[src/common/conversion_start_bit_pkg.sv]
// Package of constants and carrier types for the select-mode converter sequencer.
package conversion_start_bit_pkg;

  // ==========================================================================
  // Widths and channel counts
  // ==========================================================================
  localparam int CHAN_W = 3;
  localparam int RES_W = 10;
  localparam int NUM_CHAN_FULL = 8;
  localparam int NUM_CHAN_MID = 6;
  localparam int NUM_CHAN_SMALL = 4;
  localparam int MODE_W = 8;

  // ==========================================================================
  // Field positions and reset values
  // ==========================================================================
  localparam int START_BIT_POS = 7;
  localparam logic [MODE_W-1:0] MODE_RESET = 8'h00;
  localparam logic [CHAN_W-1:0] CHAN_RESET = 3'h0;
  localparam logic [RES_W-1:0] RESULT_RESET = 10'h000;

  // ==========================================================================
  // Timing
  // ==========================================================================
  localparam int CLK_PERIOD_NS = 10;
  localparam int CONV_TIME_NS = 1000;
  localparam int CONV_CYCLES_I = (CONV_TIME_NS + CLK_PERIOD_NS - 1) / CLK_PERIOD_NS;
  localparam int CNT_W = 8;
  localparam logic [CNT_W-1:0] CONV_CYCLES = CNT_W'(CONV_CYCLES_I);

  // ==========================================================================
  // Types
  // ==========================================================================
  typedef enum logic [1:0] {
    CONVERSION_START_BIT_IDLE = 2'b01,
    CONVERSION_START_BIT_CONV = 2'b10
  } conversion_start_bit_state_e;

  typedef struct packed {
    logic wr;
    logic [MODE_W-1:0] data;
  } conversion_start_bit_mode_wr_s;

  typedef struct packed {
    logic wr;
    logic [CHAN_W-1:0] data;
  } conversion_start_bit_chan_wr_s;

endpackage

[src/logic/conversion_start_bit_result_mem.sv]
// Result holding register for the converter sequencer.
`timescale 1ns/1ns
module conversion_start_bit_result_mem (
  // Clock and reset
  input wire logic clk,
  input wire logic resetn,
  // Write side
  input wire logic wr_en,
  input wire logic [conversion_start_bit_pkg::RES_W-1:0] wr_data,
  // Read side
  output logic [conversion_start_bit_pkg::RES_W-1:0] rd_data
);

  always_ff @(posedge clk or negedge resetn) begin
    if (!resetn) begin
      rd_data <= conversion_start_bit_pkg::RESULT_RESET;
    end else if (wr_en) begin
      rd_data <= wr_data;
    end
  end

endmodule

[src/logic/conversion_start_bit_sequencer.sv]
// Select-mode converter sequencer: channel select, start control, result and done pulse.
// Contract
// - One analog input is converted at a time, the one named by channel_select_reg.
// - Eight channels are offered here; smaller variants simply leave the upper ones unused.
// - Writing 1 to bit 7 of converter_mode_reg starts conversion of the selected input.
// - Each finished conversion stores its value in conversion_result_reg and pulses the done irq.
// - After each conversion the next one on the selected channel starts at once while started.
// - A channel select write during conversion abandons it and restarts from the first step.
// - Writing 0 to the start bit halts conversion at once and keeps the last result.
`timescale 1ns/1ns
module conversion_start_bit_sequencer (
  // Clock and reset
  input wire logic clk,
  input wire logic resetn,
  // CPU-side register writes
  input wire conversion_start_bit_pkg::conversion_start_bit_mode_wr_s mode_wr,
  input wire conversion_start_bit_pkg::conversion_start_bit_chan_wr_s chan_wr,
  // Analog front end: one sample word per input
  input wire logic [conversion_start_bit_pkg::NUM_CHAN_FULL*conversion_start_bit_pkg::RES_W-1:0] analog_in,
  // Register views
  output logic [conversion_start_bit_pkg::MODE_W-1:0] converter_mode_reg,
  output logic [conversion_start_bit_pkg::CHAN_W-1:0] channel_select_reg,
  output logic [conversion_start_bit_pkg::RES_W-1:0] conversion_result_reg,
  // Status
  output logic busy_ff,
  output logic conversion_done_irq
);

  // ==========================================================================
  // Registers and next values
  // ==========================================================================
  conversion_start_bit_pkg::conversion_start_bit_state_e state_ff;
  conversion_start_bit_pkg::conversion_start_bit_state_e nxt_state;
  logic [conversion_start_bit_pkg::MODE_W-1:0] mode_ff;
  logic [conversion_start_bit_pkg::CHAN_W-1:0] chan_ff;
  logic [conversion_start_bit_pkg::CNT_W-1:0] cnt_ff;
  logic [conversion_start_bit_pkg::CNT_W-1:0] nxt_cnt;
  logic [conversion_start_bit_pkg::RES_W-1:0] sample_ff;
  logic done_ff;
  logic start_bit;
  logic restart;
  logic finish;
  logic [conversion_start_bit_pkg::RES_W-1:0] sel_sample;

  function automatic logic [conversion_start_bit_pkg::RES_W-1:0] pick_chan(
    input logic [conversion_start_bit_pkg::NUM_CHAN_FULL*conversion_start_bit_pkg::RES_W-1:0] bus,
    input logic [conversion_start_bit_pkg::CHAN_W-1:0] ch
  );
    pick_chan = bus[ch*conversion_start_bit_pkg::RES_W +: conversion_start_bit_pkg::RES_W];
  endfunction

  // ==========================================================================
  // Decode
  // ==========================================================================
  // The new mode value takes effect in the same cycle it is written so a stop
  // never lets one more conversion finish.
  assign start_bit = mode_wr.wr ? mode_wr.data[conversion_start_bit_pkg::START_BIT_POS]
                                : mode_ff[conversion_start_bit_pkg::START_BIT_POS];
  assign restart = chan_wr.wr && state_ff == conversion_start_bit_pkg::CONVERSION_START_BIT_CONV;
  assign finish = state_ff == conversion_start_bit_pkg::CONVERSION_START_BIT_CONV && start_bit && !restart
                  && cnt_ff == conversion_start_bit_pkg::CONV_CYCLES - 8'h01;
  assign sel_sample = pick_chan(analog_in, chan_ff);

  always_comb begin
    nxt_state = state_ff;
    nxt_cnt = cnt_ff;
    case (state_ff)
      conversion_start_bit_pkg::CONVERSION_START_BIT_IDLE: begin
        nxt_cnt = 8'h00;
        if (start_bit) begin
          nxt_state = conversion_start_bit_pkg::CONVERSION_START_BIT_CONV;
        end
      end
      conversion_start_bit_pkg::CONVERSION_START_BIT_CONV: begin
        if (!start_bit) begin
          nxt_state = conversion_start_bit_pkg::CONVERSION_START_BIT_IDLE;
          nxt_cnt = 8'h00;
        end else if (restart || finish) begin
          nxt_cnt = 8'h00;
        end else begin
          nxt_cnt = cnt_ff + 8'h01;
        end
      end
      default: begin
        nxt_state = conversion_start_bit_pkg::CONVERSION_START_BIT_IDLE;
        nxt_cnt = 8'h00;
      end
    endcase
  end

  // ==========================================================================
  // State
  // ==========================================================================
  always_ff @(posedge clk or negedge resetn) begin
    if (!resetn) begin
      state_ff <= conversion_start_bit_pkg::CONVERSION_START_BIT_IDLE;
      cnt_ff <= 8'h00;
      done_ff <= 1'b0;
    end else begin
      state_ff <= nxt_state;
      cnt_ff <= nxt_cnt;
      done_ff <= finish;
    end
  end

  always_ff @(posedge clk or negedge resetn) begin
    if (!resetn) begin
      mode_ff <= conversion_start_bit_pkg::MODE_RESET;
      chan_ff <= conversion_start_bit_pkg::CHAN_RESET;
    end else begin
      if (mode_wr.wr) begin
        mode_ff <= mode_wr.data;
      end
      if (chan_wr.wr) begin
        chan_ff <= chan_wr.data;
      end
    end
  end

  // The sample is taken at the first step so a channel change mid-conversion
  // is reflected only through the restart.
  always_ff @(posedge clk or negedge resetn) begin
    if (!resetn) begin
      sample_ff <= conversion_start_bit_pkg::RESULT_RESET;
    end else if (state_ff == conversion_start_bit_pkg::CONVERSION_START_BIT_CONV && cnt_ff == 8'h00) begin
      sample_ff <= sel_sample;
    end
  end

  conversion_start_bit_result_mem i_conversion_start_bit_result_mem (
    .clk(clk),
    .resetn(resetn),
    .wr_en(finish),
    .wr_data(sample_ff),
    .rd_data(conversion_result_reg)
  );

  // ==========================================================================
  // Outputs
  // ==========================================================================
  always_ff @(posedge clk or negedge resetn) begin
    if (!resetn) begin
      busy_ff <= 1'b0;
    end else begin
      busy_ff <= nxt_state == conversion_start_bit_pkg::CONVERSION_START_BIT_CONV;
    end
  end

  assign converter_mode_reg = mode_ff;
  assign channel_select_reg = chan_ff;
  assign conversion_done_irq = done_ff;

  // ==========================================================================
  // Checks
  // ==========================================================================
  a_done_stores: assert property (@(posedge clk) disable iff (!resetn)
    finish |=> conversion_done_irq && conversion_result_reg == $past(sample_ff))
    else $error("result not stored with done pulse");

  a_stop_halts: assert property (@(posedge clk) disable iff (!resetn)
    (mode_wr.wr && !mode_wr.data[conversion_start_bit_pkg::START_BIT_POS])
      |=> state_ff == conversion_start_bit_pkg::CONVERSION_START_BIT_IDLE && !conversion_done_irq)
    else $error("stop did not halt conversion");

  a_stop_keeps: assert property (@(posedge clk) disable iff (!resetn)
    state_ff == conversion_start_bit_pkg::CONVERSION_START_BIT_IDLE |=> $stable(conversion_result_reg))
    else $error("result changed while stopped");

  a_start_runs: assert property (@(posedge clk) disable iff (!resetn)
    (state_ff == conversion_start_bit_pkg::CONVERSION_START_BIT_IDLE && mode_wr.wr && mode_wr.data[conversion_start_bit_pkg::START_BIT_POS])
      |=> state_ff == conversion_start_bit_pkg::CONVERSION_START_BIT_CONV && cnt_ff == 8'h00)
    else $error("start did not begin conversion");

  a_restart_chan: assert property (@(posedge clk) disable iff (!resetn)
    (restart && start_bit) |=> cnt_ff == 8'h00 && state_ff == conversion_start_bit_pkg::CONVERSION_START_BIT_CONV)
    else $error("channel write did not restart");

  a_continuous: assert property (@(posedge clk) disable iff (!resetn)
    (finish && !mode_wr.wr && !chan_wr.wr) |=> state_ff == conversion_start_bit_pkg::CONVERSION_START_BIT_CONV
      && cnt_ff == 8'h00)
    else $error("next conversion not started");

  a_idle_quiet: assert property (@(posedge clk) disable iff (!resetn)
    !mode_ff[conversion_start_bit_pkg::START_BIT_POS] && !mode_wr.wr |=> !conversion_done_irq)
    else $error("conversion without start bit");

  a_sample_chan: assert property (@(posedge clk) disable iff (!resetn)
    (state_ff == conversion_start_bit_pkg::CONVERSION_START_BIT_CONV && cnt_ff == 8'h00)
      |=> sample_ff == $past(sel_sample))
    else $error("wrong channel sampled");

endmodule
[config.mk]
export PLATFORM = sky130hd
export DESIGN_NAME = conversion_start_bit_sequencer
export DESIGN_NICKNAME = d
export VERILOG_FILES = /design/src/common/conversion_start_bit_pkg.sv /design/src/logic/conversion_start_bit_result_mem.sv /design/src/logic/conversion_start_bit_sequencer.sv
export SDC_FILE = /design/constraint.sdc
export NUM_CORES = 1
export LEC_CHECK = 0
export ABC_CLOCK_PERIOD_IN_PS = 4500
export BUFFER_PORTS_ARGS = -buffer_cell sky130_fd_sc_hd__buf_2
export CORE_MARGIN = 1
export CORE_UTILIZATION = 45
export CTS_BUF_LIST = sky130_fd_sc_hd__clkbuf_8
export CTS_CLUSTER_DIAMETER = 120
export DETAILED_ROUTE_END_ITERATION = 10
export PLACE_DENSITY = 0.79
export SLEW_MARGIN = 30
export SYNTH_ARGS = -nofsm -noshare
export SYNTH_HDL_FRONTEND = slang
export SYNTH_SLANG_ARGS = --single-unit
[constraint.sdc]
create_clock -name clk -period 4.5 [get_ports clk]
set_input_delay 0.45 -clock clk [delete_from_list [all_inputs] [get_ports clk]]
set_output_delay 0.45 -clock clk [all_outputs]
set_load 0.005 [all_outputs]
==> results of run 1 <==
## Yosys cell counts (all sizes together) (2+ instances only)
cell type,count
dfrtp,42
mux2,20
mux4,20
o21ai,13
mux2i,12
nand2,11
nor2,11
buf,8
inv,6
a21oi,4
ha,4
nand3,4
nand4,3
xor2,3
and3,2
clkbuf,2
nand2b,2
xnor2,2
## final timing paths
| check | startpoint | to | slack, ns | cells after the start |
|---|---|---|---|---|
| max | cnt_ff[4] | sample_ff[2] | 2.50 | 4 |
| min | resetn | channel_select_reg[2] | 0.12 | 1 |
| max reg2reg | cnt_ff[4] | sample_ff[2] | 2.50 | 4 |
| min reg2reg | sample_ff[4] | sample_ff[4] | 0.48 | 2 |
| max in group asynchronous | resetn | state_ff[0] | 3.99 | 1 |
| min in group clk | chan_wr[2] | channel_select_reg[2] | 0.38 | 2 |
## through the flow
stage / power (mW) / utilization / hold slack, ns / setup slack (ns)
2_1_floorplan: 0.6737 / - / 0.1544 / 2.854
3_3_place_gp: 0.7557 / 0.5837 / 0.4670 / 2.492
3_5_place_dp: 0.7667 / 0.5837 / 0.4712 / 2.505
5_1_grt: 1.122 / 0.6064 / 0.1644 / 2.229
6_report: 1.050 / 0.6064 / 0.1191 / 2.495
4_1_cts: 1.064 / 0.6056 / 0.3126 / 2.458
## cell families (layout without fill, tap and decap cells)
logic type / after synthesis / after routing / synth area share
mux: 52 / 52 / 0.3498
compound gates: 18 / 18 / 0.03794
flops: 43 / 43 / 0.4475
xor+xnor: 5 / 5 / 0.01819
fa+ha+maj: 4 / 4 / 0.02079
buf+inv: 16 / 131 / 0.04366
simple gates: 36 / 36 / 0.08212
## report_power, final
part | switching (mW) | internal (mW) | leakage, nW
registers | 0.0623 | 0.454 | 0.553
clock network | 0.130 | 0.165 | 0.0581
logic | 0.0990 | 0.139 | 0.940
total | 0.292 | 0.759 | 1.55
## critical path, stage by stage (launching register included)
cell and delay [ns]:
dfrtp_1 0.45, nor4_2 0.42, nand4_1 0.64, nand2_1 0.24, o21ai_0 0.10
## cell type report
cell class	count	area share
Sequential cell	43	0.3460
Timing Repair Buffer	117	0.1887
Inverter	6	0.008029
Multi-Input combinational cell	115	0.3930
Tap cell	70	0.02810
Clock buffer	5	0.02208
Clock inverter	3	0.01405
## per-layer routing
metal  up-vias  global-route usage  wire (µm)
met4         0             0.05556         95
li1        875                   -          -
met1       861              0.2295       2025
met2        85              0.2953       2470
met3        10             0.05355        360
met5         -                   0          0
==> results.md, run 1 <==
* First DRT Iteration DRCs at 44
* Wire per inst at 13.79 µm
* Count of different cell masters after synthesis at 31
* Slew margin rel. at 0.4297
* Initial antenna violation count at 0
* Most frequent cells in the layout: 116 x buf_2, 41 x dfrtp_1, 20 x mux4_2, 13 x o21ai_0
* Final Cycle Share at 0.4456
* DIE AREA at 5646 µm²
* Lkg Pwr at 1.551 nW
* Antenna Nets Post-Route at 0
* Worst setup EP type: register
* Hold-fix buffers, CTS at 0
* Die Height at 75.14 µm
* Clock Path Buffers at 2
* Max Freq at 0.4988 GHz
* Main synth FF type: dfrtp_1
* Setup violators final at 0
* Gr usage total at 0.1793
* 1st-pass router iterations at 4
* Synth async-reset ratio at 1.000
* Skew final at 0.008242 ns
* Post-Syn Area at 2407 µm²
* Max VDD drop at 172.6 µV
* Area contributors post-synth: dfrtp_1 44%, mux4_2 19%, mux2_4 5.6%
* Fin. max-slew vios at 0
* Yosys reg bits at 43
* Post-cts sizing count at 0
* Hpwl dp at 4.006 mm
* Shortest period the worst path allows at 2.005 ns
* Post-route setup TNS at 0 ns
* First-pass GRT wire length at 7.452 mm
* Register Area at 1079 µm²
* Max H-tree Level at 2
* Remaining DRCs at 0
* Clock tree sinks at 43
* Area of the multi-input gates at 1225 µm²
* CTS tree: done
* RSZ-0062 raised after global routing: no
* WS Path Type: register to register
* Die W at 75.14 µm
* Vias in the first global route at 1683
* Total wire length at 4.951 mm
* Top-area cell type share of the netlist area at 0.4366
* Area Overhead vs Synth at 29.47%
* Slew @ Worst Pin at 0.8554 ns
* Final net count at 387
* Power density over cell area at 337.0 nW/µm²
* Post-route cell area at 3117 µm²
* Synthesized instance count at 174
* Post-CTS Setup Bufs at 0
* Type of the most critical hold path: input pin to async pin
* Synth Area per Inst at 13.84 µm²
* Share of post-route cells with drive strength above 1 at 0.5986
* Aggregate global routing overflow at 0
* RD Place Congestion at 0.8126
* Cell Rows at 26
* Final hold violation count at 0
* Worst-path clk slew at 0.09 ns
* Biggest regs: i_conversion_start_bit_result_mem.rd_data: 10 flops, sample_ff: 10 flops
* Post-synth net total at 273
* # port buffers at 117
* DR vias at 1831
* Post-DP Area at 3000 µm²
* Effective utilization at floorplan at 0.4684
* TritonCTS Buffers at 5
* Startpoint Class: register
* Crit path max fanout at 20
* Core area at 5140 µm²
* Skew-Pair Late Insertion Delay at 0.30 ns
* Number of flops mapped to enable cells by yosys at 0
* N_diodes at 0
* Data required, critical path at 4.65 ns
* Via density at 5.100
* # Max-Cap Violations at 0
* Synth warn at 0
* Commonest non-fill, non-tap cell in the layout: buf_2
* Fin cells at 359
* Post-Place Cells at 351
* WP data arrival at 2.15 ns
* Register area share after synthesis at 0.4475
* Largest net degree at the start of global routing at 44
* Top Ports at 118
* Area leader, netlist: dfrtp_1
* Status: completed
* Filler Cell Count at 433
* Root Buffer: clkbuf_8
Note: power is estimated with default switching activity, not from simulation.
==> inputs of run 2 (changes only) <==
--- a/config.mk
+++ b/config.mk
@@ -5,10 +5,10 @@
 export SDC_FILE = /design/constraint.sdc
 export NUM_CORES = 1
 export LEC_CHECK = 0
-export ABC_CLOCK_PERIOD_IN_PS = 4500
+export ABC_CLOCK_PERIOD_IN_PS = 1700
 export BUFFER_PORTS_ARGS = -buffer_cell sky130_fd_sc_hd__buf_2
 export CORE_MARGIN = 1
-export CORE_UTILIZATION = 45
+export CORE_UTILIZATION = 43
 export CTS_BUF_LIST = sky130_fd_sc_hd__clkbuf_8
 export CTS_CLUSTER_DIAMETER = 120
 export DETAILED_ROUTE_END_ITERATION = 10
==> constraint.sdc (replaced) <==
create_clock -name clk -period 1.7 [get_ports clk]
set_input_delay 0.17 -clock clk [delete_from_list [all_inputs] [get_ports clk]]
set_output_delay 0.17 -clock clk [all_outputs]
set_load 0.005 [all_outputs]
==> run 2 against run 1 <==
Sequential power rose to 2.6 times the previous value. Core utilization is 1.7 points higher. Power grew to 2.8 times the previous value. Flip-flop and latch count unchanged. Final cell count grew 2.8%. Sequential share of layout area fell by 1.5 points. Routed wire length rose by 6.8%. First-iteration DRC count is 59% higher. Worst setup slack got worse by 2.4 ns. Combinational power rose to 3.0 times the previous value.
==> results.md, run 2 (same netlist as run 1, synthesis figures left out) <==
* Worst setup path start: state_ff[0]
* Sw Share at 0.2633 (-0.01432)
* Fin. max-slew vios at 0 (unchanged)
* Cell Rows at 26 (unchanged)
* Wire per inst at 14.33 µm (+3.9%)
* Gr usage total at 0.1884 (+0.009102)
* Max VDD drop at 468.2 µV (+170%)
* CP bufs+invs at 2 (+2)
* Post-route cell area at 3263 µm² (+4.7%)
* Clock share of power at 0.307 (+0.026)
* DR vias at 1871 (+2.2%)
* Clock Path Buffers at 2 (unchanged)
* Top delay family on crit path: flip-flops
* R2R cell count at 6 (+2)
* Final net count at 397 (+2.6%)
* Core area at 5238 µm² (+1.9%)
* Worst flop-to-flop path startpoint: state_ff[0]
* Startpoint Class: register
* Max H-tree Level at 2 (unchanged)
* Lkg Pwr at 1.628 nW (+4.9%)
* Root Buffer: clkbuf_8
* Max Freq at 0.6163 GHz (+24%)
* Total power draw at 2.972 mW (+180%)
* Die W at 76.82 µm (+2.2%)
* Effective utilization at floorplan at 0.4596 (-0.008727)
* DIE AREA at 5901 µm² (+4.5%)
* Shortest period the worst path allows at 1.623 ns (-0.3824 ns)
* Slew @ Worst Pin at 0.5265 ns (-0.3288 ns)
* Share of post-route cells with drive strength above 1 at 0.6087 (+0.01008)
* WP data arrival at 1.80 ns (-0.35 ns)
* Vias in the first global route at 1866 (+11%)
* Hpwl dp at 4.299 mm (+7.3%)
* Commonest non-fill, non-tap cell in the layout: buf_2
* Crit path max fanout at 10 (-50%)
* Initial antenna violation count at 0 (unchanged)
* Via density at 5.070 (-0.58%)
* RD Place Congestion at 0.7985 (-1.7%)
* Largest net degree at the start of global routing at 44 (unchanged)
* Power density over cell area at 910.8 nW/µm² (+170%)
* Data required, critical path at 1.88 ns (-2.77 ns)
* Combinational power share at 0.240 (+0.013)
* Worst setup EP type: register
* Status: completed
* Final hold violation count at 0 (unchanged)
* Worst-path clk slew at 0.08 ns (about the same)
* First-pass GRT wire length at 8.411 mm (+13%)
* Final Cycle Share at 0.9545 (+0.5089)
* TritonCTS Buffers at 5 (unchanged)
* Biggest regs: i_conversion_start_bit_result_mem.rd_data: 10 flops, sample_ff: 10 flops
* Util after Layout at 0.6230 (+0.01665)
* 1st-pass router iterations at 4 (unchanged)
* Post-route setup TNS at 0 ns (unchanged)
* Setup violators final at 0 (unchanged)
* CP Cell Sequence: inv_1 > ha_1 > nand3b_4 > nor2_4 > buf_12 > mux2_4
* # Max-Cap Violations at 0 (unchanged)
* Int Pwr at 2.190 mW (+190%)
* CP endpoint: i_conversion_start_bit_result_mem.rd_data[9]
* Remaining DRCs at 0 (unchanged)
* Slowest CP cell: dfstp_2
* Sequential power share at 0.453 (-0.039)
* Clock tree sinks at 43 (unchanged)
* WS Path Type: register to register
* CTS tree: done
* N_diodes at 0 (unchanged)
* Setup slack, reg-to-reg at 0.08 ns (-2.42 ns)
* Top Ports at 118 (unchanged)
* Antenna Nets Post-Route at 0 (unchanged)
* Area Overhead vs Synth at 35.55%
* P_sw at 782.6 µW (+170%)
* Skew-Pair Late Insertion Delay at 0.29 ns (about the same)
* R2R Path End: i_conversion_start_bit_result_mem.rd_data[9]
* Die Height at 76.82 µm (+2.2%)
* Max incr delay on CP at 0.58 ns (-0.06 ns)
* First DRT Iteration DRCs at 70 (+59%)
* RSZ-0062 raised after global routing: no
* Hold Crit Start: mode_wr[4]
* Most frequent cells in the layout: 117 x buf_2, 40 x dfrtp_1, 20 x mux4_2, 13 x o21ai_0
* Post-DP Area at 3105 µm² (+3.5%)
* # port buffers at 117 (unchanged)
* Post-CTS Setup Bufs at 0 (unchanged)
* Skew final at 0.004598 ns (-0.003644 ns)
* Slew margin rel. at 0.6490 (+0.2192)
* Filler Cell Count at 432 (-0.23%)
* Type of the most critical hold path: input pin to register
* Critical path depth at 6 (+2)
* Aggregate global routing overflow at 0 (unchanged)
* Total wire length at 5.288 mm (+6.8%)
run 2: per-layer routing:
| metal | GRT usage | up-vias | part of all wire |
|---|---|---|---|
| li1 | - | 889 | - |
| met1 | 0.2246 | 873 | 0.41 |
| met2 | 0.3295 | 98 | 0.50 |
| met3 | 0.03333 | 11 | 0.071 |
| met4 | 0.08654 | 0 | 0.022 |
| met5 | 0 | - | 0 |
run 2: cell type report:
| cell class | instances | area (µm²) | share of cell area |
|---|---|---|---|
| tap | 70 | 87.58 | 0.02684 |
| sequential | 43 | 1080 | 0.3309 |
| clock buffer | 5 | 68.82 | 0.02109 |
| multi-input combinational | 115 | 1234 | 0.3781 |
| inverter | 6 | 25.02 | 0.007669 |
| clock inverter | 3 | 63.81 | 0.01956 |
| timing repair buffer | 127 | 704.4 | 0.2159 |
run 2: worst min-delay path by stage:
stage | endpoint | slack, ns | cells past startpoint
2_1_floorplan | busy_ff | -0.13 | 0
3_3_place_gp | channel_select_reg[1] | 0.27 | 2
3_5_place_dp | channel_select_reg[0] | 0.27 | 2
4_1_cts | converter_mode_reg[1] | 0.1 | 2
5_1_grt | converter_mode_reg[1] | 0.09 | 2
6_report | converter_mode_reg[4] | 0.11 | 2
run 2: timing repair:
item                       in CTS  in global routing
setup endpoints to repair       2                 11
hold endpoints to repair       42                  0
pin swaps                       0                  0
gates resized for setup         1                  3
gates cloned                    0                  0
hold buffers                    1                  0
run 2: through the flow:
step           worst slack (ns)  hold slack (ns)  instances
6_report                0.07735           0.1093        369
3_5_place_dp           0.005709           0.2714        360
3_3_place_gp            0.09703           0.2661        360
5_1_grt                 0.01347          0.09349        369
4_1_cts                 0.04488          0.09989        369
2_1_floorplan           0.09442          -0.1256        174
run 2: power groups by stage:
stage | Clock (mW) | Sequential, mW | Combinational (mW)
after global routing | 0.984 | 1.37 | 0.808
final | 0.913 | 1.34 | 0.715
after CTS | 0.930 | 1.35 | 0.720
after detailed placement | 0 | 1.37 | 0.718
after global placement | 0 | 1.35 | 0.695
after floorplan | 0 | 1.31 | 0.477
